`src/rtl/periph_disable_map.svh`:
```
`ifndef PERIPH_DISABLE_MAP_SVH
`define PERIPH_DISABLE_MAP_SVH

// ----------------------------------------
// Register map
// ----------------------------------------
`define PDC1_ADDR        4'h0
`define PDC1_RESET       16'h0000

// ----------------------------------------
// Bit positions
// ----------------------------------------
`define BIT_TIMER_E      15
`define BIT_TIMER_D      14
`define BIT_TIMER_C      13
`define BIT_TIMER_B      12
`define BIT_TIMER_A      11
`define BIT_ENCODER      10
`define BIT_MOTOR_PWM    9
`define BIT_TWO_WIRE     7
`define BIT_SERIAL_B     6
`define BIT_SERIAL_A     5
`define BIT_SYNC_B       4
`define BIT_SYNC_A       3
`define BIT_CAN          1
`define BIT_ADC          0
// Positions that never store a one
`define BIT_RSVD_HI      8
`define BIT_RSVD_LO      2

// Always-present bits; bits 10, 9 and 1 depend on variant
`define BASE_MASK        16'hF8F9
`define MOTOR_MASK       16'h0600
`define CAN_MASK         16'h0002

`endif

```
`src/rtl/periph_disable_pkg.sv`:
```
package periph_disable_pkg;
  typedef logic [15:0] reg_word_t;
  typedef logic [3:0]  reg_addr_t;
endpackage

```
`src/rtl/peripheral_module_disable.sv`:
```
// The plain strobed port and the address map were chosen for this implementation.
`timescale 1ns/1ns
`include "periph_disable_map.svh"

module peripheral_module_disable
  import periph_disable_pkg::*;
#(
  parameter bit HAS_MOTOR = 1'b1,
  parameter bit HAS_CAN   = 1'b1
) (
  // Clock and reset
  input  wire logic                          core_clk,
  input  wire logic                          srst,
  // Register port
  input  wire periph_disable_pkg::reg_addr_t reg_addr,
  input  wire periph_disable_pkg::reg_word_t reg_wdata,
  input  wire logic                          reg_wr,
  input  wire logic                          reg_rd,
  output periph_disable_pkg::reg_word_t      reg_rdata,
  // Peripheral disable lines
  output logic                               timer_a_off,
  output logic                               timer_b_off,
  output logic                               timer_c_off,
  output logic                               timer_d_off,
  output logic                               timer_e_off,
  output logic                               encoder_iface_off,
  output logic                               motor_pwm_off,
  output logic                               two_wire_port_off,
  output logic                               serial_port_b_off,
  output logic                               serial_port_a_off,
  output logic                               sync_serial_b_off,
  output logic                               sync_serial_a_off,
  output logic                               can_ctrl_off,
  output logic                               adc_off
);
  import periph_disable_pkg::*;

  // ----------------------------------------
  // Decode
  // ----------------------------------------
  localparam reg_word_t IMPL_MASK = `BASE_MASK
                                  | (HAS_MOTOR ? `MOTOR_MASK : 16'h0000)
                                  | (HAS_CAN ? `CAN_MASK : 16'h0000);

  function automatic logic hit(input reg_addr_t a);
    hit = (a == `PDC1_ADDR);
  endfunction

  wire logic      wr_hit;
  wire logic      rd_hit;
  reg_word_t      ctrl_q;
  reg_word_t      rdata_next;

  assign wr_hit     = reg_wr & hit(reg_addr);
  assign rd_hit     = reg_rd & hit(reg_addr);
  // Unmapped reads answer zero
  assign rdata_next = rd_hit ? ctrl_q : 16'h0000;

  // ----------------------------------------
  // Storage
  // ----------------------------------------
  disable_mask_reg #(
    .IMPL_MASK (IMPL_MASK)
  ) u_ctrl (
    .core_clk (core_clk),
    .srst     (srst),
    .load     (wr_hit),
    .din      (reg_wdata),
    .q        (ctrl_q)
  );

  // ----------------------------------------
  // Outputs
  // ----------------------------------------
  // Disable lines are re-registered from the stored bits, so they lag the write by two cycles
  always_ff @(posedge core_clk) begin
    if (srst) begin
      reg_rdata <= 16'h0000;
    end else begin
      reg_rdata <= rdata_next;
    end
  end

  // Re-registered from the stored word: outputs come from flip-flops
  always_ff @(posedge core_clk) begin
    if (srst) begin
      {timer_e_off, timer_d_off, timer_c_off, timer_b_off, timer_a_off} <= 5'h00;
      {encoder_iface_off, motor_pwm_off, two_wire_port_off}             <= 3'h0;
      {serial_port_b_off, serial_port_a_off}                            <= 2'h0;
      {sync_serial_b_off, sync_serial_a_off, can_ctrl_off, adc_off}     <= 4'h0;
    end else begin
      timer_e_off       <= ctrl_q[`BIT_TIMER_E];
      timer_d_off       <= ctrl_q[`BIT_TIMER_D];
      timer_c_off       <= ctrl_q[`BIT_TIMER_C];
      timer_b_off       <= ctrl_q[`BIT_TIMER_B];
      timer_a_off       <= ctrl_q[`BIT_TIMER_A];
      encoder_iface_off <= ctrl_q[`BIT_ENCODER];
      motor_pwm_off     <= ctrl_q[`BIT_MOTOR_PWM];
      two_wire_port_off <= ctrl_q[`BIT_TWO_WIRE];
      serial_port_b_off <= ctrl_q[`BIT_SERIAL_B];
      serial_port_a_off <= ctrl_q[`BIT_SERIAL_A];
      sync_serial_b_off <= ctrl_q[`BIT_SYNC_B];
      sync_serial_a_off <= ctrl_q[`BIT_SYNC_A];
      can_ctrl_off      <= ctrl_q[`BIT_CAN];
      adc_off           <= ctrl_q[`BIT_ADC];
    end
  end

  // ----------------------------------------
  // Storage, read and reset checks
  // ----------------------------------------
  // Any line high; a reset must leave none
  wire logic      any_off;

  assign any_off = timer_a_off | timer_b_off | timer_c_off | timer_d_off | timer_e_off
                 | encoder_iface_off | motor_pwm_off | two_wire_port_off
                 | serial_port_b_off | serial_port_a_off | sync_serial_b_off
                 | sync_serial_a_off | can_ctrl_off | adc_off;

  // ----------------------------------------
  // Unimplemented positions
  // ----------------------------------------
  // Covers variant holes as well as the fixed gaps
  for (genvar b = 0; b < $bits(reg_word_t); b++) begin : g_rsvd
    if (!IMPL_MASK[b]) begin : g_chk

    end
  end
endmodule

```
`src/rtl/disable_mask_reg.sv`:
```
`timescale 1ns/1ns
`include "periph_disable_map.svh"

module disable_mask_reg
  import periph_disable_pkg::*;
#(
  parameter reg_word_t IMPL_MASK = `BASE_MASK
) (
  // Clock and reset
  input  wire logic                          core_clk,
  input  wire logic                          srst,
  // Write port
  input  wire logic                          load,
  input  wire periph_disable_pkg::reg_word_t din,
  // Stored value
  output periph_disable_pkg::reg_word_t      q
);
  import periph_disable_pkg::*;

  reg_word_t q_next;

  // Unimplemented positions never take a write
  assign q_next = load ? (din & IMPL_MASK) : q;

  always_ff @(posedge core_clk) begin
    if (srst) begin
      q <= `PDC1_RESET;
    end else begin
      q <= q_next;
    end
  end
endmodule

```
`config.mk`:
```
export PLATFORM = sky130hd
export DESIGN_NAME = peripheral_module_disable
export DESIGN_NICKNAME = d
export VERILOG_FILES = /design/src/rtl/periph_disable_pkg.sv /design/src/rtl/peripheral_module_disable.sv /design/src/rtl/disable_mask_reg.sv
export VERILOG_INCLUDE_DIRS = /design/src /design/src/rtl
export SDC_FILE = /design/constraint.sdc
export NUM_CORES = 1
export LEC_CHECK = 0
export BUFFER_PORTS_ARGS = -buffer_cell sky130_fd_sc_hd__buf_2
export CAP_MARGIN = 20
export CELL_PAD_IN_SITES_DETAIL_PLACEMENT = 1
export CELL_PAD_IN_SITES_GLOBAL_PLACEMENT = 2
export CORE_ASPECT_RATIO = 2
export CORE_UTILIZATION = 29
export CTS_CLUSTER_DIAMETER = 40
export DETAILED_ROUTE_END_ITERATION = 8
export GPL_TIMING_DRIVEN = 0
export PLACE_DENSITY = 0.82
export RECOVER_POWER = 100
export SYNTH_ARGS = -nofsm -noshare
export SYNTH_HDL_FRONTEND = slang
export SYNTH_SLANG_ARGS = --single-unit
```
`constraint.sdc`:
```
create_clock -name core_clk -period 1.4 [get_ports core_clk]
set_input_delay 0.21 -clock core_clk [delete_from_list [all_inputs] [get_ports core_clk]]
set_output_delay 0.21 -clock core_clk [all_outputs]
set_load 0.02 [all_outputs]
```
; ---- Word level (Yosys, flattened, before mapping)
; Index checks and enable logic that the tools add are counted.
[totals]
output_inout_bits = 30
ff_bits = 42
word_cells = 21
inputBits = 24
[op_classes]
n_reduce_logical = 2
bitwise = 3
[op_table]
columns = cell, count
row1 = $logic_not 4->1, 1
row2 = $and 1x1->1, 2
row3 = $reduce_or 2->1, 1
row4 = $not 1->1, 1

; ---- Logic depth before layout (Yosys ltp)
; Gate-level depths: netlist of the first run.
[depth]
ltp_word = 4
ltp_mapped = 4
ltp_nobuf = 3

; ---- Hierarchy
; A second synthesis of the first run with hierarchy kept.
[hier_totals]
hier_cells = 113
hier_area_um2 = 1378.8
[by_module_without_submodules]
columns = module, area_per_inst_um2, cells_each, n_inst, seq_area_each_um2
row1 = peripheral_module_disable, 852.1, 65, 1, 600.6
row2 = disable_mask_reg, 526.8, 48, 1, 280.3

; ---- Worst setup path before layout of the first run
; No wires, ideal clock.
[synth_timing]
path_type = input to register
startpoint = input reg_addr[3]
endpoint = register u_ctrl.q[0]
t_arrival_ns = 1.094
setup_time_ns = 0.121
setup_slack_ns = 0.185
cell_stages = 4
n_path_buf = 1
required_time_ns = 1.279
path_cell_list = nor4_2 > nand2_2 > buf_6 > mux2_4
[synth_via]
elab_chain_cells = 2
[synth_rtl]
columns = element, line
row1 = from (decl), peripheral_module_disable.sv:15  ; input wire periph_disable_pkg::reg_addr_t reg_addr,
row2 = $logic_not 4->1 (no line), --
row3 = $and 1x1->1, peripheral_module_disable.sv:54  ; assign wr_hit = reg_wr & hit(reg_addr);
row4 = to (signal assigned), disable_mask_reg.sv:27  ; q <= `PDC1_RESET;
row5 = to (signal assigned), disable_mask_reg.sv:29  ; q <= q_next;
row6 = to (decl), disable_mask_reg.sv:16  ; output periph_disable_pkg::reg_word_t q
; No other way between the ends.
; A chain may end at the register's enable or synchronous reset.

; ---- Worst setup path in the final report of the first run
[layout_timing]
startpoint = input reg_addr[3]
endpoint = register u_ctrl.q[7]
; Same word-level chain as after synthesis.

==> results of run 1 <==
-- logic make-up after synthesis --
group                  share of synthesized area, %
DFF                                            60.8
muxes                                          14.1
buffers and inverters                          3.17
and+or+nand+nor                                21.6
other                                         0.271
-- path summary, 6_finish.rpt --
| check | startpoint | to | depth (start not counted) |
|---|---|---|---|
| setup / recovery | reg_addr[3] | u_ctrl.q[7] | 5 |
| setup reg to reg | u_ctrl.q[7] | u_ctrl.q[7] | 2 |
| hold reg to reg | u_ctrl.q[3] | reg_rdata[3] | 1 |
| hold / removal | reg_wdata[3] | u_ctrl.q[3] | 3 |
-- layout by cell type (no fill, tap or decap) --
master and instances:
and3b_1 1, and2_0 6, dfxtp_1 42, nor2b_1 22, and2_1 8, mux2_4 5, nand2_1 1, buf_4 2
clkbuf_1 32, clkbuf_8 5, and2b_1 6, mux2_2 4, buf_2 21, clkbuf_2 1, conb_1 2, mux2_1 5
buf_6 1, nor4_2 1
-- per-stage QoR --
| stage | worst slack (ns) | utilization (%) | TNS, ns |
|---|---|---|---|
| 6_report | 0.154 | 37.3 | 0 |
| 5_1_grt | 0.0888 | 37.3 | 0 |
| 4_1_cts | 0.221 | 38.5 | 0 |
| 3_5_place_dp | -0.0849 | 36.9 | -0.734 |
| 3_3_place_gp | -0.0157 | 36.9 | -0.125 |
| 2_1_floorplan | 0.185 | - | 0 |
-- state kept, by name (all words and copies together), names as in the netlist --
register,flops
adc_off,1
can_ctrl_off,1
encoder_iface_off,1
motor_pwm_off,1
reg_rdata,14
serial_port_a_off,1
serial_port_b_off,1
sync_serial_a_off,1
sync_serial_b_off,1
timer_a_off,1
timer_b_off,1
timer_c_off,1
timer_d_off,1
timer_e_off,1
two_wire_port_off,1
u_ctrl.q,14
-- routing by layer --
metal / vias up / share of wire, %
li1: 445 / -
met5: - / 0
met1: 440 / 33
met4: 0 / 3.6
met2: 31 / 59
met3: 7 / 4.9
-- layout make-up --
| cell class | count | area (um2) | share of cell area, % |
|---|---|---|---|
| Buffer | 7 | 43.8 | 2.55 |
| Clock buffer | 7 | 76.3 | 4.45 |
| Multi-Input combinational cell | 61 | 479 | 28.0 |
| Sequential cell | 42 | 841 | 49.1 |
| Tap cell | 55 | 68.8 | 4.01 |
| Timing Repair Buffer | 48 | 205 | 12.0 |
-- power by group --
group / leakage, nW / internal [mW] / total (mW) / switching [mW]
Combinational: 0.376 / 0.0485 / 0.0913 / 0.0428
Sequential: 0.339 / 1.20 / 1.20 / 0.00271
Clock: 0.0383 / 0.343 / 0.718 / 0.375
-- worst min-delay path: stages --
cell     delay [ns]
buf_2          0.07
and2b_1        0.10
mux2_1         0.11
==> impl_metrics.tcl, run 1 <==
set metrics [dict create \
    gr-usage-all-layers_pct 12.3 \
    worstHoldPathType "in -> reg" \
    vdd_drop_max_mv 0.520 \
    hold_violations 0 \
    dp.cells 213 \
    totalWireLength_um 2840 \
    cp_max_fo 10 \
    maxSlewViolCount 0 \
    slowest_stage "nor4_2" \
    die_y_um 99.6 \
    ys_seq_area_share_pct 60.8 \
    postCtsSetupBuffers 0 \
    cp_data_arrival_time_ns 1.42 \
    synth_edf_count 0 \
    cts-resized-gates 0 \
    dpl.hpwl_um 2200 \
    synth.most_common_cell "dfxtp_1" \
    cp.buffers_inverters 2 \
    ys_ff_latch 42 \
    place_area_um2 1700 \
    status "completed" \
    cap_violations 0 \
    yosys.area.top_type_share_pct 60.8 \
    drcViolationCount 0 \
    rrSetupSlack_ns 0.52 \
    final.period_utilization_pct 89.0 \
    whs_ns 0.240 \
    syn-mean-instance-area_um2 12.7 \
    gr-usage-met3_pct 3.52 \
    grt_pass1_vias 996 \
    path_clk_slew_ns 0.07 \
    drtIter0Drc 5 \
    synthTopCellsByArea "dfxtp_1 (61%), mux2_4 (11%), nor2b_1 (10%), and2_1 (6.3%), and2b_1 (3.3%)" \
    ys_types 15 \
    finalClockSkew_ns 0.00212 \
    grt.busiest_layer "met2" \
    cts.sinks 42 \
    io_pins 54 \
    critPathLaunchType "primary input" \
    postRouteAntennaNets 0 \
    instances_no_fill 220 \
    grt_pass1_wl_um 4410 \
    crit_type "in -> reg" \
    hold_buffers 0 \
    cts_tree "built" \
    setup_violations 0 \
    htreeDepth 2 \
    start_util_pct 30.1 \
    cts_buffers 5 \
    critPathTopFamily "simple AND/OR/NAND/NOR gates" \
    slowest_delay_ns 0.32 \
    wl_per_cell_um 12.9 \
    ys_warn_count 0 \
    worstSetupEndpointType "flip-flop" \
    port_buffers 48 \
    required_ns 1.57 \
    dieArea_um2 5060 \
    vias_per_cell 4.20 \
    synth_ff_type "dfxtp_1" \
    grt_remaining_overflow 0 \
    min_period_ns 1.25 \
    n_antenna_cell 0 \
    final_cell_area_um2 1710 \
    async_reset_ff_share_pct 0 \
    gp_congestion 0.710 \
    die_w_um 50.8 \
    clock_latency_ns 0.28 \
    row_count 35 \
    clockBufferDepth 2 \
    netlist_area_um2 1380 \
    layout-drive-gt1-share_pct 24.2 \
    leakage_nw 0.753 \
    fillers 547 \
    max_freq_mhz 802 \
    grt_max_degree 12 \
    root_buffer "clkbuf_8" \
    crit_chain "buf_2 > nor4_2 > nand2_1 > buf_6 > mux2_1" \
    finalPower_mw 2.01 \
    via_count 923 \
    synth_top_area_cell "dfxtp_1" \
    rsz0062_at_grt "false" \
    grt_antenna_before_repair 0 \
    drt-pass1-iter-count 2 \
    nets 189 \
    met2_usage_pct 23.3 \
    netlist_top_cells_count "dfxtp_1 (42), nor2b_1 (22), and2_1 (14)" \
    synthCells 109 \
    met1_usage_pct 9.78 \
    syn_to_final_growth_pct 24.0 \
    power_density_nw_per_um2 1170 \
    coreArea_um2 4600 \
]
No activity file was read; power rests on OpenSTA's default activity.
==> run 2: changes to the inputs <==
--- a/config.mk
+++ b/config.mk
@@ -15,8 +15,10 @@
 export CTS_CLUSTER_DIAMETER = 40
 export DETAILED_ROUTE_END_ITERATION = 8
 export GPL_TIMING_DRIVEN = 0
-export PLACE_DENSITY = 0.82
+export PLACE_DENSITY = 0.83
 export RECOVER_POWER = 100
+export SKIP_CTS_REPAIR_TIMING = 1
 export SYNTH_ARGS = -nofsm -noshare
 export SYNTH_HDL_FRONTEND = slang
+export SYNTH_HIERARCHICAL = 1
 export SYNTH_SLANG_ARGS = --single-unit
==> run 2 against run 1 <==
Critical endpoint is now u_ctrl/q[9]. Largest cell class unchanged. Flip-flop and latch count grew 2. Critical path type unchanged. Largest power group unchanged. Clock power increased by 28%. Maximum frequency down 6.0%. Worst setup slack got worse by 0.080 ns.
==> impl_metrics.tcl, run 2 <==
set metrics [dict create \
    status "completed" \
    htreeDepth 2 \
    final_common_cell "dfxtp_1" \
    top_regs "reg_rdata x16, u_ctrl/q x14" \
    synthTopCellsByArea "dfxtp_1 (64%), mux2i_1 (10%), nor2b_1 (5.0%), and3_1 (4.5%), nor2_1 (3.8%)" \
    fillers 549 \
    grt_antenna_before_repair 0 \
    final.period_utilization_pct 94.7 \
    worstSetupEndpointType "flip-flop" \
    io_pins 54 \
    leakage_nw 0.769 \
    largest_reg_flops 16 \
    cp_max_fo 10 \
    rsz0062_at_grt "false" \
    finalClockSkew_ns 0.00548 \
    wl_per_cell_um 12.5 \
    ys_types 16 \
    holdPathEnd "u_ctrl/q[1]" \
    min_period_ns 1.33 \
    gp_congestion 0.725 \
    ys_seq_area_share_pct 63.9 \
    worst_pin_slew_ns 0.506 \
    grt_remaining_overflow 0 \
    maxSlewViolCount 0 \
    syn_to_final_growth_pct 31.3 \
    die_y_um 99.5 \
    max_freq_mhz 754 \
    synth.most_common_cell "dfxtp_1" \
    grt_pass1_vias 1012 \
    cts.sinks 44 \
    required_ns 1.56 \
    reg2regPathDepth 2 \
    place_area_um2 1710 \
    yosys.area.top_type_share_pct 63.9 \
    worstHoldPathType "in -> reg" \
    setup_violations 0 \
    critPathLaunchType "primary input" \
    power_density_nw_per_um2 1260 \
    drtIter0Drc 9 \
    clock_latency_ns 0.29 \
    hold_violations 0 \
    async_reset_ff_share_pct 0 \
    ys_warn_count 6 \
    r2r_start "u_ctrl/q[9]" \
    slew-limit-headroom_pct 66.3 \
    layout_common_cells "dfxtp_1 (44), clkbuf_1 (35), buf_2 (20), nor2_1 (14), mux2i_1 (13)" \
    syn-mean-instance-area_um2 12.2 \
    reg2reg_to "reg_rdata[9]" \
    via_count 968 \
    vdd_drop_max_mv 0.733 \
    min_from "reg_wdata[1]" \
    nets 197 \
    holdPathStages 3 \
    final_cell_area_um2 1810 \
    netlist_area_um2 1380 \
    root_buffer "clkbuf_8" \
    dpl.hpwl_um 2270 \
    synth_top_area_cell "dfxtp_1" \
    cts_buffers 5 \
    postRouteAntennaNets 0 \
    crit_type "in -> reg" \
    cts_tree "built" \
    layout-drive-gt1-share_pct 23.0 \
    path_clk_slew_ns 0.08 \
    totalWireLength_um 2860 \
    coreArea_um2 4600 \
    row_count 35 \
    netlist_top_cells_count "dfxtp_1 (44), mux2i_1 (14), nor2_1 (14)" \
    port_buffers 51 \
    synth_ff_type "dfxtp_1" \
    largest_register "reg_rdata" \
    vias_per_cell 4.23 \
    drcViolationCount 0 \
    grt_pass1_wl_um 4550 \
    drt-pass1-iter-count 2 \
    clockBufferDepth 2 \
    cp_data_arrival_time_ns 1.48 \
    start_util_pct 30.0 \
    finalPower_mw 2.27 \
    die_w_um 50.8 \
    grt_max_degree 14 \
    dieArea_um2 5050 \
    n_antenna_cell 0 \
    synth_edf_count 0 \
    gr-usage-all-layers_pct 12.4 \
    rrSetupSlack_ns 0.59 \
    cap_violations 0 \
    synthCells 113 \
    ys_ff_latch 44 \
]
[run 2: changes by cell type after synthesis, sizes merged, moves of 2 or more]
cell | previous run | this run
and2 | 14 | 1
and4b | 0 | 2
and2b | 6 | 3
mux2i | 0 | 14
and3 | 0 | 14
dfxtp | 42 | 44
buf | 4 | 6
nor2 | 0 | 14
mux2 | 14 | 0
nor2b | 22 | 11
[run 2: layout make-up]
type | count | area, um2 | share of cell area, %
plain buffers | 7 | 57.6 | 3.18
clock buffers | 6 | 72.6 | 4.01
clock inverters | 2 | 35.0 | 1.94
multi-input cells | 62 | 447 | 24.7
flip-flops and latches | 44 | 881 | 48.7
well taps | 55 | 68.8 | 3.80
repair buffers | 53 | 249 | 13.8
[run 2: through the flow]
stage / TNS [ns] / cells / hold WS (ns) / worst slack, ns / util (%)
floorplan: -0.395 / 114 / 0.282 / -0.0395 / -
global placement: -3.76 / 220 / 0.445 / -0.321 / 37.2
detailed placement: -4.49 / 220 / 0.454 / -0.419 / 37.2
CTS: -0.500 / 228 / 0.147 / -0.0946 / 39.5
global route: 0 / 229 / 0.164 / 0.00889 / 39.4
finish: 0 / 229 / 0.153 / 0.0739 / 39.4
[run 2: kinds of logic after synthesis]
family | Yosys count | share of synthesized area, %
buffers and inverters | 8 | 5.08
flip-flops | 44 | 63.9
other | 1 | 0.272
multiplexers | 14 | 10.2
AND/OR/NAND/NOR | 46 | 20.6
[run 2: worst max path at each step]
stage | from | cells after the start | slack [ns] | end
final | reg_addr[1] | 8 | 0.07 | u_ctrl/q[9]
after global routing | reg_addr[1] | 8 | 0.009 | u_ctrl/q[9]
after CTS | reg_addr[2] | 8 | -0.09 | u_ctrl/q[9]
after detailed placement | reg_addr[2] | 8 | -0.42 | u_ctrl/q[9]
after global placement | reg_addr[2] | 8 | -0.32 | u_ctrl/q[5]
after floorplan | reg_addr[2] | 7 | -0.04 | u_ctrl/q[10]
[run 2: critical path, stage by stage]
cell     delay, ns
buf_2         0.11
nor4_4        0.26
buf_4         0.18
buf_6         0.13
and2_4        0.17
buf_12        0.14
mux2i_4       0.21
nor2_1        0.07
[run 2: layer usage]
layer	track usage, %	share of wire, %
met4	9.19	4.0
met2	22.7	58
met3	3.21	4.8
met1	11.0	33
met5	0	0
[run 2: power by group]
group          internal (mW)  switching [mW]
Sequential              1.26         0.00344
Combinational         0.0462          0.0489
Clock                  0.529           0.389
==> run 3: changes to the inputs <==
--- a/config.mk
+++ b/config.mk
@@ -17,6 +17,7 @@
 export GPL_TIMING_DRIVEN = 0
 export PLACE_DENSITY = 0.83
 export RECOVER_POWER = 100
+export REMOVE_ABC_BUFFERS = 1
 export SKIP_CTS_REPAIR_TIMING = 1
 export SYNTH_ARGS = -nofsm -noshare
 export SYNTH_HDL_FRONTEND = slang
==> run 3 against run 2 <==
Global-route usage grew 0.36 points. First-iteration DRC count increased by 56%. Flip-flop and latch count unchanged. Worst hold slack improved by 0.0031 ns. Count of clock-buffer cells in the layout is 1 higher. Largest cell class unchanged. Final cell count shrank 2.2%. Sequential share of layout area is 1.3 points higher. Clock power shrank 13%. Design area decreased by 2.6%. Wire length rose by 2.1%. Largest power group unchanged. Critical path depth shrank 3.
==> impl_metrics.tcl, run 3 (synthesis results as in run 2) <==
set metrics [dict create \
    vias_per_cell 4.28 \
    pre_cts_ws_ns -1.04 \
    clockBufferDepth 2 \
    cts_tree "built" \
    crit_type "in -> reg" \
    dpl.hpwl_um 2050 \
    fin_ws_ns 0.0867 \
    io_pins 54 \
    power_density_nw_per_um2 1220 \
    reg2regPathDepth 2 \
    slew-limit-headroom_pct 60.6 \
    wl_per_cell_um 13.0 \
    setup.worst_path.start "reg_addr[2]" \
    largest_reg_flops 16 \
    grt_pass1_wl_um 4770 \
    holdPathEnd "u_ctrl/q[6]" \
    drt-pass1-iter-count 4 \
    final_common_cell "buf_2" \
    drtIter0Drc 14 \
    whs_ns 0.156 \
    hold_violations 0 \
    totalWireLength_um 2920 \
    holdPathStages 3 \
    grt_max_degree 31 \
    nets 192 \
    start_util_pct 30.0 \
    reg2reg_to "reg_rdata[12]" \
    drcViolationCount 0 \
    worst_pin_slew_ns 0.590 \
    layout_common_cells "buf_2 (50), dfxtp_1 (44), mux2i_1 (14), nor2_1 (14), nor2b_1 (11)" \
    gp_congestion 0.649 \
    critPathLaunchType "primary input" \
    slowest_delay_ns 0.42 \
    grt_remaining_overflow 0 \
    layout-drive-gt1-share_pct 40.2 \
    vdd_drop_max_mv 0.837 \
    worstSetupEndpointType "flip-flop" \
    finalClockSkew_ns 0.00489 \
    top_regs "reg_rdata x16, u_ctrl/q x14" \
    postRouteAntennaNets 0 \
    final.period_utilization_pct 93.8 \
    max_freq_mhz 761 \
    die_w_um 50.8 \
    slowest_stage "nor4_4" \
    syn_to_final_growth_pct 27.9 \
    grt_pass1_vias 1071 \
    largest_register "reg_rdata" \
    leakage_nw 0.868 \
    port_buffers 51 \
    root_buffer "clkbuf_8" \
    row_count 35 \
    setup_violations 0 \
    status "completed" \
    grt_antenna_before_repair 0 \
    critPathTopFamily "simple AND/OR/NAND/NOR gates" \
    required_ns 1.55 \
    cp_data_arrival_time_ns 1.46 \
    n_antenna_cell 0 \
    dieArea_um2 5050 \
    rrSetupSlack_ns 0.61 \
    cts.sinks 44 \
    die_y_um 99.5 \
    final_util_pct 38.3 \
    path_clk_slew_ns 0.08 \
    min_period_ns 1.31 \
    clock_latency_ns 0.28 \
    cts_buffers 5 \
    min_from "reg_wdata[6]" \
    fillers 533 \
    cp.buffers_inverters 1 \
    crit_chain "buf_2 > nor4_4 > and2_4 > mux2i_1 > nor2_1" \
    maxSlewViolCount 0 \
    worstHoldPathType "in -> reg" \
    htreeDepth 2 \
    gr-usage-all-layers_pct 12.7 \
    coreArea_um2 4600 \
    via_count 959 \
    cap_violations 0 \
    cp_max_fo 14 \
    r2r_start "u_ctrl/q[12]" \
]
run 3: cell type report:
cell class | count | area (um2) | share of cell area (%)
well taps | 55 | 68.8 | 3.90
clock buffers | 7 | 86.3 | 4.90
repair buffers | 55 | 285 | 16.2
clock inverters | 1 | 7.51 | 0.426
multi-input cells | 62 | 434 | 24.6
flip-flops and latches | 44 | 881 | 50.0
run 3: through the flow:
stage               total power [mW]  area [um2]  cells  setup TNS [ns]
global placement                1.37        1640    212          -12.94
detailed placement              1.38        1640    212          -14.77
CTS                             2.17        1730    220           -9.92
finish                          2.15        1760    224               0
floorplan                       1.32        1310    106           -3.90
global route                    2.24        1760    224        -0.00814
run 3: power breakdown:
part           total [mW]  internal, mW  switching (mW)
combinational      0.0880        0.0390          0.0491
clock               0.799         0.401           0.398
sequential           1.26          1.26         0.00296
total                2.15          1.70           0.450
run 3: worst reg2reg max path, stage by stage (launching register included):
cell     delay (ns)
dfxtp_1        0.31
nor2b_1        0.14
and3_2         0.24
run 3: routing by layer:
| layer | GRT usage, % | part of all wire, % | vias to the layer above |
|---|---|---|---|
| li1 | - | - | 475 |
| met3 | 3.21 | 3.9 | 11 |
| met4 | 8.97 | 3.9 | 0 |
| met5 | 0 | 0 | - |
| met1 | 11.8 | 35 | 441 |
| met2 | 23.2 | 57 | 32 |
run 3: worst max path at each step:
stage	slack, ns	depth (start not counted)	end
finish	0.09	5	u_ctrl/q[12]
global route	-0.008	5	u_ctrl/q[12]
CTS	-0.72	5	u_ctrl/q[12]
detailed placement	-1.04	5	u_ctrl/q[15]
global placement	-0.93	5	u_ctrl/q[9]
floorplan	-0.28	4	u_ctrl/q[0]
